--- config.mk ---
export PLATFORM = sky130hd
export DESIGN_NAME = vepms_ctl_flat
export DESIGN_NICKNAME = d
export VERILOG_FILES = /design/src/logic/vepms_pkg.sv /design/src/logic/vepms_link_if.sv /design/src/logic/vepms_ctl.sv /design/src/logic/vepms_cnt.sv /design/src/flat_wrapper.sv
export SDC_FILE = /design/constraint.sdc
export NUM_CORES = 1
export LEC_CHECK = 0
export BUFFER_PORTS_ARGS = -buffer_cell sky130_fd_sc_hd__clkbuf_2
export CAP_MARGIN = 15
export CORE_MARGIN = 4
export CORE_UTILIZATION = 50
export DETAILED_ROUTE_END_ITERATION = 7
export PLACE_DENSITY_LB_ADDON = 0.1
export SYNTH_ARGS = -nofsm -noshare
export SYNTH_HDL_FRONTEND = slang
export SYNTH_HIERARCHICAL = 1
export SYNTH_SLANG_ARGS = --single-unit
--- constraint.sdc ---
create_clock -name clk -period 7.3 [get_ports clk]
set_input_delay 0.73 -clock clk [delete_from_list [all_inputs] [get_ports clk]]
set_output_delay 0.73 -clock clk [all_outputs]
set_load 0.05 [all_outputs]
--- src/logic/vepms_pkg.sv ---
// Shared constants for the video encoder power and mode sequencer pair.
// Assumes a single 50 MHz system clock for both ends.
package vepms_pkg;
  localparam int          CLK_NS        = 20;
  localparam int          ADDR_W        = 6;
  localparam int          DATA_W        = 8;
  // Device register offsets.
  localparam logic [5:0]  REG_PWR       = 6'h06;
  localparam logic [5:0]  REG_FMT       = 6'h0B;
  localparam logic [5:0]  REG_DAC       = 6'h0D;
  localparam logic [5:0]  REG_CAP       = 6'h0E;
  localparam logic [5:0]  REG_STAT      = 6'h0F;
  localparam logic [7:0]  REG_RST_VAL   = 8'h00;
  // Device field positions.
  localparam int          FSEL_LSB      = 2;
  localparam int          EMB_BIT       = 4;
  localparam int          PLL_BIT       = 2;
  localparam int          DTR_BIT       = 4;
  localparam int          DAC_LSB       = 0;
  localparam int          INV_BIT       = 0;
  localparam int          LOCK_BIT      = 0;
  // Function select encodings.
  localparam logic [1:0]  FSEL_COMPOSITE = 2'h0;
  localparam logic [1:0]  FSEL_COMPONENT = 2'h1;
  localparam logic [1:0]  FSEL_HSDAC     = 2'h2;
  // Controller Avalon register byte addresses and fields.
  localparam logic [3:0]  AVS_CTRL      = 4'h0;
  localparam logic [3:0]  AVS_STATUS    = 4'h4;
  localparam int          CTL_GO        = 0;
  localparam int          CTL_DOWN      = 1;
  localparam int          CTL_MODE_LSB  = 2;
  localparam int          CTL_EMB       = 4;
  localparam int          CTL_INV       = 5;
  localparam int          CTL_DAC_LSB   = 8;
  localparam int          ST_RUN        = 0;
  localparam int          ST_BUSY       = 1;
  localparam int          ST_SLEEP      = 2;
  localparam logic [31:0] CTRL_RST_VAL  = 32'h0000_0700;
  // Timing: sleep low time, reference settle, pixel count, PLL settle.
  localparam int          T_SLEEP_NS    = 100;
  localparam int          SLEEP_CYC     = T_SLEEP_NS / CLK_NS + 1;
  localparam int          T_REF_MS      = 10;
  localparam int          REF_CYC       = T_REF_MS * 1000000 / CLK_NS;
  localparam int          INIT_PIX      = 100;
  localparam int          INIT_PIX_CYC  = INIT_PIX + 1;
  localparam int          T_PLL_MS      = 31;
  localparam int          PLL_CYC       = T_PLL_MS * 1000000 / CLK_NS + 1;
  localparam int          FRAME_PIX     = 450450;
endpackage

--- src/logic/vepms_link_if.sv ---
// Link between the sequencing controller and the encoder device.
// Assumes both ends share clk; the pixel clock is a level the controller drives.
`timescale 1ns/1ps
interface vepms_link_if;
  logic       sleep_n;  // Chip sleep pin, low puts the device to sleep.
  logic       pix_clk;  // Pixel clock level.
  logic       wr;       // Register write strobe.
  logic       rd;       // Register read request.
  logic [5:0] addr;     // Register offset.
  logic [7:0] wdata;    // Write data.
  logic [7:0] rdata;    // Read data, one cycle after rd.
  modport dev (input sleep_n, pix_clk, wr, rd, addr, wdata, output rdata);
  modport ctl (output sleep_n, pix_clk, wr, rd, addr, wdata, input rdata);
endinterface

--- src/logic/vepms_ctl.sv ---
// Sequencing controller: drives sleep pin, pixel clock and device registers.
// Assumes software reaches CTRL and STATUS over Avalon-MM on the same clk.
//
// Added by the designer: the Avalon-MM interface to the registers and the placing of the registers.
`timescale 1ns/1ps
// Notes on behaviour
// - Hold sleep low over 100 ns first.
// - Sleep initialises device into composite mode.
// - Pixel clock runs, datapath bit low 100+ clocks.
// - Device takes writes without pixel clock.
// - Embedded sync: DACs on only after lock.
// - Component mode: 100 clocks, then select 01.
// - PLL bit set after component selected.
// - Datapath bit set after component selected.
// - Wait over 31 ms after PLL before DACs.
// - DAC mode: 100 clocks, then select 10.
// - DAC mode: datapath bit after selecting mode.
// - Clear datapath bit before sleep goes low.
// - Sleep clears registers; rewrite after release.
// - Capture edge selectable by register.
// - Function select picks block; others power down.
// - PLL bit powers PLL; component needs it.
// - DAC channel drives only when enabled.
module vepms_ctl #(
  parameter int REF_CYC  = vepms_pkg::REF_CYC,
  parameter int PLL_CYC  = vepms_pkg::PLL_CYC,
  parameter int PIX_HALF = 1
) (
  input  wire logic        clk,               // System clock.
  input  wire logic        nrst,              // Asynchronous reset, active low.
  vepms_link_if.ctl        link,              // Link to the device.
  input  wire logic [3:0]  avs_address,       // Avalon byte address.
  input  wire logic        avs_read,          // Avalon read.
  input  wire logic        avs_write,         // Avalon write.
  input  wire logic [31:0] avs_writedata,     // Avalon write data.
  output logic [31:0]      avs_readdata,      // Avalon read data.
  output logic             avs_waitrequest    // Avalon wait request.
);
  typedef enum {
    H_IDLE, H_SLP, H_REF, H_CLK, H_WCAP, H_WFMT, H_WPLL, H_WDTR,
    H_WAITPLL, H_LOCK, H_WDAC, H_RUN, H_WDOWN
  } vepms_state_t;

  vepms_state_t state_r;
  logic [31:0]  ctrl_r, limit;
  logic         go_r, down_r, clr_r, tdone, tick, pix_clk_r, clk_run;
  logic         ack, sleep_n_r, wr_r, rd_r, rd_q_r;
  logic [5:0]   addr_r;
  logic [7:0]   wdata_r;
  logic [15:0]  div_r;
  logic [1:0]   mode;

  assign mode = ctrl_r[vepms_pkg::CTL_MODE_LSB +: 2];
  assign ack  = (avs_read || avs_write) && avs_waitrequest;

  // Each access waits one cycle, then completes with waitrequest low.
  always_ff @(posedge clk or negedge nrst)
  begin
    if (!nrst)
      avs_waitrequest <= 1'b1;
    else
      avs_waitrequest <= !ack;
  end

  always_ff @(posedge clk or negedge nrst)
  begin
    if (!nrst)
      avs_readdata <= 32'h0000_0000;
    else if (ack && avs_read)
    begin
      if (avs_address == vepms_pkg::AVS_CTRL)
        avs_readdata <= ctrl_r;
      else if (avs_address == vepms_pkg::AVS_STATUS)
      begin
        avs_readdata                      <= 32'h0000_0000;
        avs_readdata[vepms_pkg::ST_RUN]   <= state_r == H_RUN;
        avs_readdata[vepms_pkg::ST_BUSY]  <= state_r != H_RUN && state_r != H_IDLE;
        avs_readdata[vepms_pkg::ST_SLEEP] <= !sleep_n_r;
      end
      else
        avs_readdata <= 32'h0000_0000;
    end
  end

  // Go and down are write-one pulses; the rest of CTRL is stored.
  // A write lands on the edge that completes the access, never earlier.
  always_ff @(posedge clk or negedge nrst)
  begin
    if (!nrst)
    begin
      ctrl_r <= vepms_pkg::CTRL_RST_VAL;
      go_r   <= 1'b0;
      down_r <= 1'b0;
    end
    else
    begin
      go_r   <= 1'b0;
      down_r <= 1'b0;
      if (!avs_waitrequest && avs_write && avs_address == vepms_pkg::AVS_CTRL)
      begin
        ctrl_r <= avs_writedata & 32'h0000_073C;
        go_r   <= avs_writedata[vepms_pkg::CTL_GO];
        down_r <= avs_writedata[vepms_pkg::CTL_DOWN];
      end
    end
  end

  // Pixel clock divider; tick marks each half period.
  // The pixel clock stays still until the references have settled.
  assign clk_run = state_r != H_IDLE && state_r != H_SLP && state_r != H_REF;
  assign tick    = clk_run && div_r == 16'(PIX_HALF - 1);
  always_ff @(posedge clk or negedge nrst)
  begin
    if (!nrst)
    begin
      div_r     <= 16'h0000;
      pix_clk_r <= 1'b0;
    end
    else if (!clk_run)
    begin
      div_r     <= 16'h0000;
      pix_clk_r <= 1'b0;
    end
    else if (tick)
    begin
      div_r     <= 16'h0000;
      pix_clk_r <= !pix_clk_r;
    end
    else
      div_r <= div_r + 16'h0001;
  end

  always_comb
  begin
    limit = 32'h0000_0001;
    case (state_r)
      H_SLP:   limit = 32'(vepms_pkg::SLEEP_CYC);
      H_REF:   limit = 32'(REF_CYC);
      H_CLK:   limit = 32'(vepms_pkg::INIT_PIX_CYC);
      default: limit = 32'(PLL_CYC);
    endcase
  end

  vepms_cnt #(.W(32)) u_wait (
    .clk   (clk),
    .nrst  (nrst),
    .clr   (clr_r),
    .en    (state_r == H_CLK ? (tick && !pix_clk_r) : 1'b1),
    .limit (limit),
    .done  (tdone)
  );

  always_ff @(posedge clk or negedge nrst)
  begin
    if (!nrst)
    begin
      state_r   <= H_IDLE;
      clr_r     <= 1'b1;
      sleep_n_r <= 1'b0;
      wr_r      <= 1'b0;
      rd_r      <= 1'b0;
      rd_q_r    <= 1'b0;
      addr_r    <= 6'h00;
      wdata_r   <= 8'h00;
    end
    else
    begin
      clr_r <= 1'b0;
      wr_r  <= 1'b0;
      rd_r  <= 1'b0;
      rd_q_r <= rd_r;
      case (state_r)
        H_IDLE:
          if (go_r)
          begin
            state_r <= H_SLP;
            clr_r   <= 1'b1;
          end
        H_SLP:
          if (tdone)
          begin
            sleep_n_r <= 1'b1;
            state_r   <= H_REF;
            clr_r     <= 1'b1;
          end
        H_REF:
          if (tdone)
          begin
            state_r <= H_CLK;
            clr_r   <= 1'b1;
          end
        H_CLK:
          if (tdone)
            state_r <= H_WCAP;
        H_WCAP:
        begin
          wr_r    <= 1'b1;
          addr_r  <= vepms_pkg::REG_CAP;
          wdata_r <= {7'h00, ctrl_r[vepms_pkg::CTL_INV]};
          state_r <= H_WFMT;
        end
        H_WFMT:
        begin
          wr_r    <= 1'b1;
          addr_r  <= vepms_pkg::REG_FMT;
          wdata_r <= {3'h0, ctrl_r[vepms_pkg::CTL_EMB], mode, 2'h0};
          state_r <= mode == vepms_pkg::FSEL_COMPONENT ? H_WPLL : H_WDTR;
          clr_r   <= mode == vepms_pkg::FSEL_COMPONENT;
        end
        H_WPLL:
        begin
          wr_r    <= 1'b1;
          addr_r  <= vepms_pkg::REG_PWR;
          wdata_r <= 8'h01 << vepms_pkg::PLL_BIT;
          state_r <= H_WDTR;
        end
        H_WDTR:
        begin
          wr_r    <= 1'b1;
          addr_r  <= vepms_pkg::REG_DAC;
          wdata_r <= 8'h01 << vepms_pkg::DTR_BIT;
          if (mode == vepms_pkg::FSEL_COMPONENT)
            state_r <= H_WAITPLL;
          else if (ctrl_r[vepms_pkg::CTL_EMB])
            state_r <= H_LOCK;
          else
            state_r <= H_WDAC;
        end
        H_WAITPLL:
          if (tdone)
            state_r <= ctrl_r[vepms_pkg::CTL_EMB] ? H_LOCK : H_WDAC;
        H_LOCK:
        begin
          rd_r   <= 1'b1;
          addr_r <= vepms_pkg::REG_STAT;
          // Read data is only trusted when it answers last cycle's read.
          if (rd_q_r && link.rdata[vepms_pkg::LOCK_BIT])
            state_r <= H_WDAC;
        end
        H_WDAC:
        begin
          wr_r    <= 1'b1;
          addr_r  <= vepms_pkg::REG_DAC;
          wdata_r <= (8'h01 << vepms_pkg::DTR_BIT)
                   | {5'h00, ctrl_r[vepms_pkg::CTL_DAC_LSB +: 3]};
          state_r <= H_RUN;
        end
        H_RUN:
          if (down_r)
            state_r <= H_WDOWN;
        H_WDOWN:
        begin
          wr_r    <= 1'b1;
          addr_r  <= vepms_pkg::REG_DAC;
          wdata_r <= 8'h00;
          state_r <= H_IDLE;
        end
        default:
          state_r <= H_IDLE;
      endcase
      // Sleep drops one cycle after the clearing write has been issued.
      if (state_r == H_IDLE)
        sleep_n_r <= 1'b0;
    end
  end

  assign link.sleep_n = sleep_n_r;
  assign link.pix_clk = pix_clk_r;
  assign link.wr      = wr_r;
  assign link.rd      = rd_r;
  assign link.addr    = addr_r;
  assign link.wdata   = wdata_r;
endmodule // vepms_ctl

--- src/logic/vepms_cnt.sv ---
// Saturating event counter with a compare limit.
// Assumes clr and en come from the caller's clock domain.
`timescale 1ns/1ps
module vepms_cnt #(
  parameter int W = 32
) (
  input  wire logic         clk,    // System clock.
  input  wire logic         nrst,   // Asynchronous reset, active low.
  input  wire logic         clr,    // Restart the count.
  input  wire logic         en,     // Count one event.
  input  wire logic [W-1:0] limit,  // Events needed for done.
  output logic              done    // Limit reached since last clear.
);
  logic [W-1:0] cnt_r;

  always_ff @(posedge clk or negedge nrst)
  begin
    if (!nrst)
      cnt_r <= '0;
    else if (clr)
      cnt_r <= '0;
    else if (en && cnt_r != {W{1'b1}})
      cnt_r <= cnt_r + 1'b1;
  end

  // Done is masked during clear so a stale count never leaks into a new wait.
  assign done = !clr && (cnt_r >= limit);
endmodule // vepms_cnt

--- src/flat_wrapper.sv ---
// flat-port wrapper written by rule: the top's interface ports become plain ports
module vepms_ctl_flat 
#(
  parameter int REF_CYC  = vepms_pkg::REF_CYC,
  parameter int PLL_CYC  = vepms_pkg::PLL_CYC,
  parameter int PIX_HALF = 1
)
  (clk, nrst, avs_address, avs_read, avs_write, avs_writedata, avs_readdata, avs_waitrequest, link_sleep_n, link_pix_clk, link_wr, link_rd, link_addr, link_wdata, link_rdata);
  vepms_link_if link_i ();
  input  wire logic clk;
  input  wire logic nrst;
  input  wire logic [3:0] avs_address;
  input  wire logic avs_read;
  input  wire logic avs_write;
  input  wire logic [31:0] avs_writedata;
  output logic [31:0] avs_readdata;
  output logic avs_waitrequest;
  output wire logic [$bits(link_i.sleep_n)-1:0] link_sleep_n;
  output wire logic [$bits(link_i.pix_clk)-1:0] link_pix_clk;
  output wire logic [$bits(link_i.wr)-1:0] link_wr;
  output wire logic [$bits(link_i.rd)-1:0] link_rd;
  output wire logic [$bits(link_i.addr)-1:0] link_addr;
  output wire logic [$bits(link_i.wdata)-1:0] link_wdata;
  input wire logic [$bits(link_i.rdata)-1:0] link_rdata;
  assign link_sleep_n = link_i.sleep_n;
  assign link_pix_clk = link_i.pix_clk;
  assign link_wr = link_i.wr;
  assign link_rd = link_i.rd;
  assign link_addr = link_i.addr;
  assign link_wdata = link_i.wdata;
  assign link_i.rdata = link_rdata;
  vepms_ctl #(.REF_CYC(REF_CYC), .PLL_CYC(PLL_CYC), .PIX_HALF(PIX_HALF)) u_core (.clk(clk), .nrst(nrst), .link(link_i), .avs_address(avs_address), .avs_read(avs_read), .avs_write(avs_write), .avs_writedata(avs_writedata), .avs_readdata(avs_readdata), .avs_waitrequest(avs_waitrequest));
endmodule
* After elaboration in Yosys (flattened, before gate mapping)
Cells that the tools add are included. Widths: inputs -> output; s select.
Word-level totals: bits in registers 142, memories 0, bits in latches 0, logic and storage cells 113, bits in read-only memories 0, RAM bits 0, bits of input ports 48, output and inout port bits 51
Operators by class: $add $sub $neg 2, multiplexer cells 33, reduce and logical (&&, ||, !) cells 33, bitwise gates (word level) 0, div/mod/pow operators 0, $mul 0, $lt $le $gt $ge 1, shift-type cells 0, equality and inequality tests 28
Operators with widths (count):
- $pmux 32 s12 | 1
- $mux 32 | 11
- $eq 32x3->1 const B | 5
- $eq 32x4->1 const B | 5
- $eq 32x2->1 const B | 2
- $logic_not 32->1 | 2
- $pmux 21 s3 | 1
- $pmux 8 s6 | 1
- $add 32x1->32 const B | 1
- $eq 32x1->1 const B | 1
- $eq 32x5->1 const B | 1
- $ge 32x32->1 | 1
- $mux 16 | 2
- $ne 32x2->1 const B | 1
- $ne 32x3->1 const B | 1
- $ne 32x32->1 const B | 1
- $ne 32x5->1 const B | 1
- $reduce_bool 32->1 | 1
- $pmux 6 s5 | 1
- $add 16x1->16 const B | 1
- $logic_not 16->1 | 1
- $ne 2x1->1 const B | 8
- $mux 1 | 13
- $logic_and 1x1->1 | 12
- other kinds (16) | 22

* Depth between registers and ports, before layout
depth in word-level cells 9, gate-level depth with buffers 16

* Hierarchy
The synthesis kept the hierarchy.
Modules (own cells, without submodules):
- vepms_ctl | area an instance 2879.0 um2, instances 1, sequential area each 1357.6 um2, cells an instance 297
- vepms_cnt | area an instance 2570.0 um2, instances 1, sequential area each 800.8 um2, cells an instance 306

* Least setup slack after synthesis
Ideal clock, no wire load.
path kind register -> register, start point register u_core.state_r[1], end point register u_core.state_r[0], stages on the path, launching flop included 15, required time 7.205 ns, setup time 0.095 ns, data arrival time 3.150 ns, buffers on the path 2, slack 4.055 ns, period minus slack after synthesis 3.245 ns, cells stage by stage dfrtp_1 > clkbuf_1 > clkbuf_1 > o21ai_0 > inv_1 > ha_1 > a21o_1 > nand3_1 > a21oi_1 > a211oi_1 > o21ai_0 > nor2_1 > a221oi_1 > a21oi_1 > o31ai_1
On the way: word-level cells in the longest chain between the ends 6
Ends and longest elaborated chain:
- start: declaration | line vepms_ctl.sv:44 | vepms_state_t state_r;
- start signal: assignment | line vepms_ctl.sv:207 | state_r <= mode == vepms_pkg::FSEL_COMPONENT ? H_WPLL : H_WDTR;
- start signal: assignment | line vepms_ctl.sv:231 | state_r <= ctrl_r[vepms_pkg::CTL_EMB] ? H_LOCK : H_WDAC;
- $eq 32x2->1 / $eq 32x1->1 (equally long branches) | line vepms_ctl.sv:136 | case (state_r)
- $pmux 21 s3 * | line vepms_ctl.sv:136
- via u_core.limit[10] | line vepms_ctl.sv:45 | logic [31:0] ctrl_r, limit;
- $ge 32x32->1 * | line vepms_cnt.sv:27 | assign done = !clr && (cnt_r >= limit);
- $logic_and 1x1->1 * | line vepms_cnt.sv:27
- via u_core.tdone | line vepms_ctl.sv:46 | logic go_r, down_r, clr_r, tdone, tick, pix_clk_r, clk_run;
- $ne 2x1->1 (no source line)
- $reduce_and 7->1 (no source line) *
The timed path passes the listed nets; every way through them passes the cells marked *. A chain may end at the register's enable or synchronous reset.

* Worst setup path after layout
start point register u_core.state_r[2], end point register u_core.state_r[0]
The elaborated chain is that of the path after synthesis.

==> results.md <==
Outcome:
- The run finished with clean final reports.

Detailed routing:
- The number of remaining DRC errors is 0.
- Dividing the detail-routed wire length by the instance count gives 14.8 µm.
- Once detail routing completed, the nets flagged for antenna violations numbered 0.
- The first TritonRoute pass finished after 5 iterations.
- For this block, the initial DRC count from the detailed router was 245.
- After detailed routing, the number of vias per cell comes to 5.64.
- The total wire length is approximately 12 mm.
- The final route contains 4,437 vias.

Floorplan:
- The initial standard-cell utilization of the core is 0.521.
- The die is 112 µm tall.
- The number of core rows is 37.
- The floorplan step defined a die boundary enclosing 12,600 µm².
- The floorplan step set the die width to approximately 110 µm.
- The I/O pin count is between 90 and 100.
- The area of the core region is 10,500 µm².

Pwr:
- Of the total power, combinational logic draws 0.370.
- The fraction of power consumed by sequential logic is 0.424.
- In this run the power density over the cells is about 280 nW/µm².
- The switching power share of the total is 0.432.
- The share of total power dissipated in the clock network is 0.206.
- The net switching power is roughly 0.70 mW.
- The leakage power of the design is 2.71 nW.
- The internal portion of the total power is approximately 0.92 mW.
- VDD sags by at most between 200 and 300 µV.

Synth:
- The largest total area in the synthesized netlist belongs to sky130_fd_sc_hd__dfrtp_1.
- The simple-gate share of the synthesized area is 0.206.
- The number of cells produced by synthesis is 603.
- The share of the Yosys chip area taken by registers is 0.396.
- Sorting the synthesized cells by area gives the leading types as sky130_fd_sc_hd__dfrtp_1 (37%), sky130_fd_sc_hd__ha_1 (8.0%), sky130_fd_sc_hd__a21oi_1 (4.3%).
- Of the post-synthesis cell area, the part taken by muxes is 0.0308.
- The share of synthesized area in the top cell type comes to 0.372.
- The number of enable flip-flop cells after synthesis is 0.
- The largest family of logic cells by synthesized area is simple AND/OR/NAND/NOR gates.
- The synthesized netlist occupies a cell area of 5450 µm².
- The most used flip-flop cell after synthesis is sky130_fd_sc_hd__dfrtp_1.
- After synthesis, the netlist uses 64 different library cells.
- Of the total synthesized cell area, the portion taken by XOR and XNOR cells is 0.0370.
- The count of yosys warnings during synthesis is 6.
- Each instance of the synthesized netlist takes up on average 9.04 µm².
- The compound-gate portion of the synthesized area came to 0.157.
- The share of async-settable or async-resettable flops after synthesis is 1.00.
- The adder-cell share of the synthesized area is 0.0804.
- In this run, synthesis produced a sequential element count of 86.

CTS:
- The clock tree root driver cell is sky130_fd_sc_hd__clkbuf_8.
- In this run, CTS created clock tree buffers numbering 9.
- For this design, the sink count on the clock tree is 86.
- Buffers inserted to repair hold after CTS numbered 0.
- After clock tree synthesis, the clock-pin slew on the worst setup and hold paths is 0.09 ns.
- Post-CTS timing repair inserted 0 buffers for setup.
- The count of instances resized after the clock tree is built is 0.
- The H-tree was split into 3 levels.
- The clock latency of the later-clocked register in the worst-skew pair is 0.36 ns.
- The clock tree from TritonCTS is done.
- The buffer depth of the longest clock path is 2.

Placement:
- In this run the cell area measured after placement is 5670 µm².
- Detailed placement ended at an HPWL of slightly above 8 mm.
- The final weighted congestion of routability-driven global placement is 0.824.
- During placement, the flow inserted port buffers numbering 40.

Final layout:
- The final instance area is roughly 6000 µm².
- The number of diodes added for antenna fixing is 0.
- Compared with the post-synthesis result, the final layout area differs by 7.67%.
- Of the cells placed in the final design, the portion with a size suffix greater than 1 is 0.123.
- The count of nets after finishing is 729.
- Fill cells in the final layout number 962.
- The library cell used most frequently in the layout, excluding fill and tap cells, is sky130_fd_sc_hd__dfrtp_1.
- The top cell types in the final layout, fill and taps aside, are sky130_fd_sc_hd__dfrtp_1 (81), sky130_fd_sc_hd__inv_1 (50), sky130_fd_sc_hd__a21oi_1 (47).

STA:
- Setup repair after global routing left no endpoint under its margin.
- The number of max-slew violations in the final report is 0.
- Of the available clock period, the critical path in the final layout requires 0.578.
- For the pin with the worst max-slew slack, the measured transition is ~0.86 ns.
- The peak clock frequency supported by timing is 237 MHz.
- Setup violations remaining at the end of the flow were counted as 0.
- The hold violation count in the final report came to 0.
- The worst slew slack as a fraction of its limit is 0.425.
- The worst path needs 4.22 ns of the cycle, external delays included.
- Clock skew on the completed layout was measured at 0.0132 ns.
- The setup TNS is 0 ns.

Worst setup path:
- The category of the critical setup timing path is reg2reg.
- At the worst endpoint, the arrival time is between 4 and 5 ns.
- Data on the critical path is required at its endpoint by between 7 and 8 ns.
- Of all nets on the critical path, the largest fanout is 28.
- Counting both buffers and inverters, the worst setup path holds a total of 1.
- The critical path goes through nor2_1, nand2_1, nor2_1, inv_1, ha_1, nand2_1, o21ai_0, a31o_2, a211oi_1, o21ai_0, nor2_1, a221oi_1, a21oi_1, o31ai_1.
- The cell type of the slowest stage on the worst timing path is sky130_fd_sc_hd__dfrtp_1.
- Among the stages of the critical path, the cell type that occurs most often is sky130_fd_sc_hd__nor2_1.
- STA classifies the critical path endpoint as a register.
- The kind of start point of the critical path is a register.
- The largest single stage delay on the critical path is 0.71 ns.
- The kind of cell with the highest combined delay on the critical path is compound AO/OA/AOI/OAI gates.

Global route:
- The initial antenna violation count is 0.
- The via count of the first global-routing pass came to between 4,000 and 5,000.
- The total congestion overflow after global routing is 0.
- The total routing resource utilization after global routing is 0.193.
- The wire length of the first global-routing pass is 20.2 mm.
- Entering global routing, the biggest net connects 55 pins.

Worst hold path:
- The worst min-delay path category is in2async.

Run:
- The reported max-cap violation count is 0.
-- power groups by stage --
stage | Combinational [mW] | Clock [mW] | Sequential (mW)
6_report | 0.599 | 0.333 | 0.687
5_1_grt | 0.676 | 0.367 | 0.705
4_1_cts | 0.601 | 0.343 | 0.687
3_5_place_dp | 0.596 | 0 | 0.695
3_3_place_gp | 0.580 | 0 | 0.690
2_1_floorplan | 0.463 | 0 | 0.689
-- per-stage QoR --
stage               worst slack, ns  utilization  cells  total power [mW]  hold slack (ns)
floorplan                      4.05            -    646              1.15            0.434
global placement               3.23        0.542    771              1.27            0.385
detailed placement             3.19        0.542    771              1.29            0.374
CTS                            3.10        0.561    787              1.63            0.285
global route                   2.65        0.561    787              1.75            0.298
finish                         3.08        0.561    787              1.62            0.285
-- final timing paths --
path	from	end	slack, ns	cells past startpoint
max	u_core/state_r[2]	u_core/state_r[0]	3.08	14
min	nrst	u_core/div_r[9]	0.29	1
max reg2reg	u_core/state_r[2]	u_core/state_r[0]	3.08	14
min reg2reg	u_core/link.rd	u_core/rd_q_r	0.39	0
max in group asynchronous	nrst	u_core/state_r[3]	5.96	2
min in group clk	u_core/link.rd	u_core/rd_q_r	0.39	0
-- kinds of logic (layout without fill, tap and decap cells) --
kind of cell | count (synthesis) | in the layout
adder cells (fa/ha/maj) | 35 | 35
XOR/XNOR | 23 | 23
buffers and inverters | 102 | 107
flip-flops | 86 | 86
AND/OR/NAND/NOR | 206 | 206
AO/OA/AOI/OAI | 137 | 137
multiplexers | 13 | 13
other | 1 | 44
-- sequential cells by signal, summed over array words and instances (netlist names), 4 cells and up --
signal / flops
u_core/u_wait/cnt_r: 32
u_core/link.wdata: 5
u_core/div_r: 16
u_core/link.addr: 4
u_core/ctrl_r: 7
u_core/avs_readdata: 9
u_core/state_r: 4
-- routing by layer --
metal	vias up	routed length, µm	share of wire	track usage
met5	-	0	0	0
met4	0	255	0.022	0.0873
met3	19	564	0.048	0.0270
met2	135	5370	0.46	0.303
met1	2102	5450	0.47	0.264
li1	2181	-	-	-
-- Yosys cell counts, drive strengths merged, types with 3 or more instances --
library cell / number
a211oi: 4
a21oi: 47
a221oi: 3
a22o: 7
a31oi: 4
and3: 9
and4: 9
buf: 39
clkbuf: 13
dfrtp: 81
dfstp: 5
ha: 35
inv: 50
mux2: 9
mux2i: 4
nand2: 42
nand2b: 4
nand3: 26
nand4: 12
nor2: 44
nor2b: 5
nor3: 13
nor4: 5
o211ai: 5
o21ai: 36
o31ai: 11
or3: 20
or4: 7
xnor2: 14
xor2: 9
-- area by class of cell --
class,count,area (µm²),area share
clock buffer,12,145,0.0247
clock inverter,4,47.5,0.00810
inverter,50,188,0.0320
multi-input combinational,458,2950,0.502
sequential,86,2160,0.368
tap,136,170,0.0290
timing repair buffer,41,210,0.0358
No activity file was read; power rests on OpenSTA's default activity.
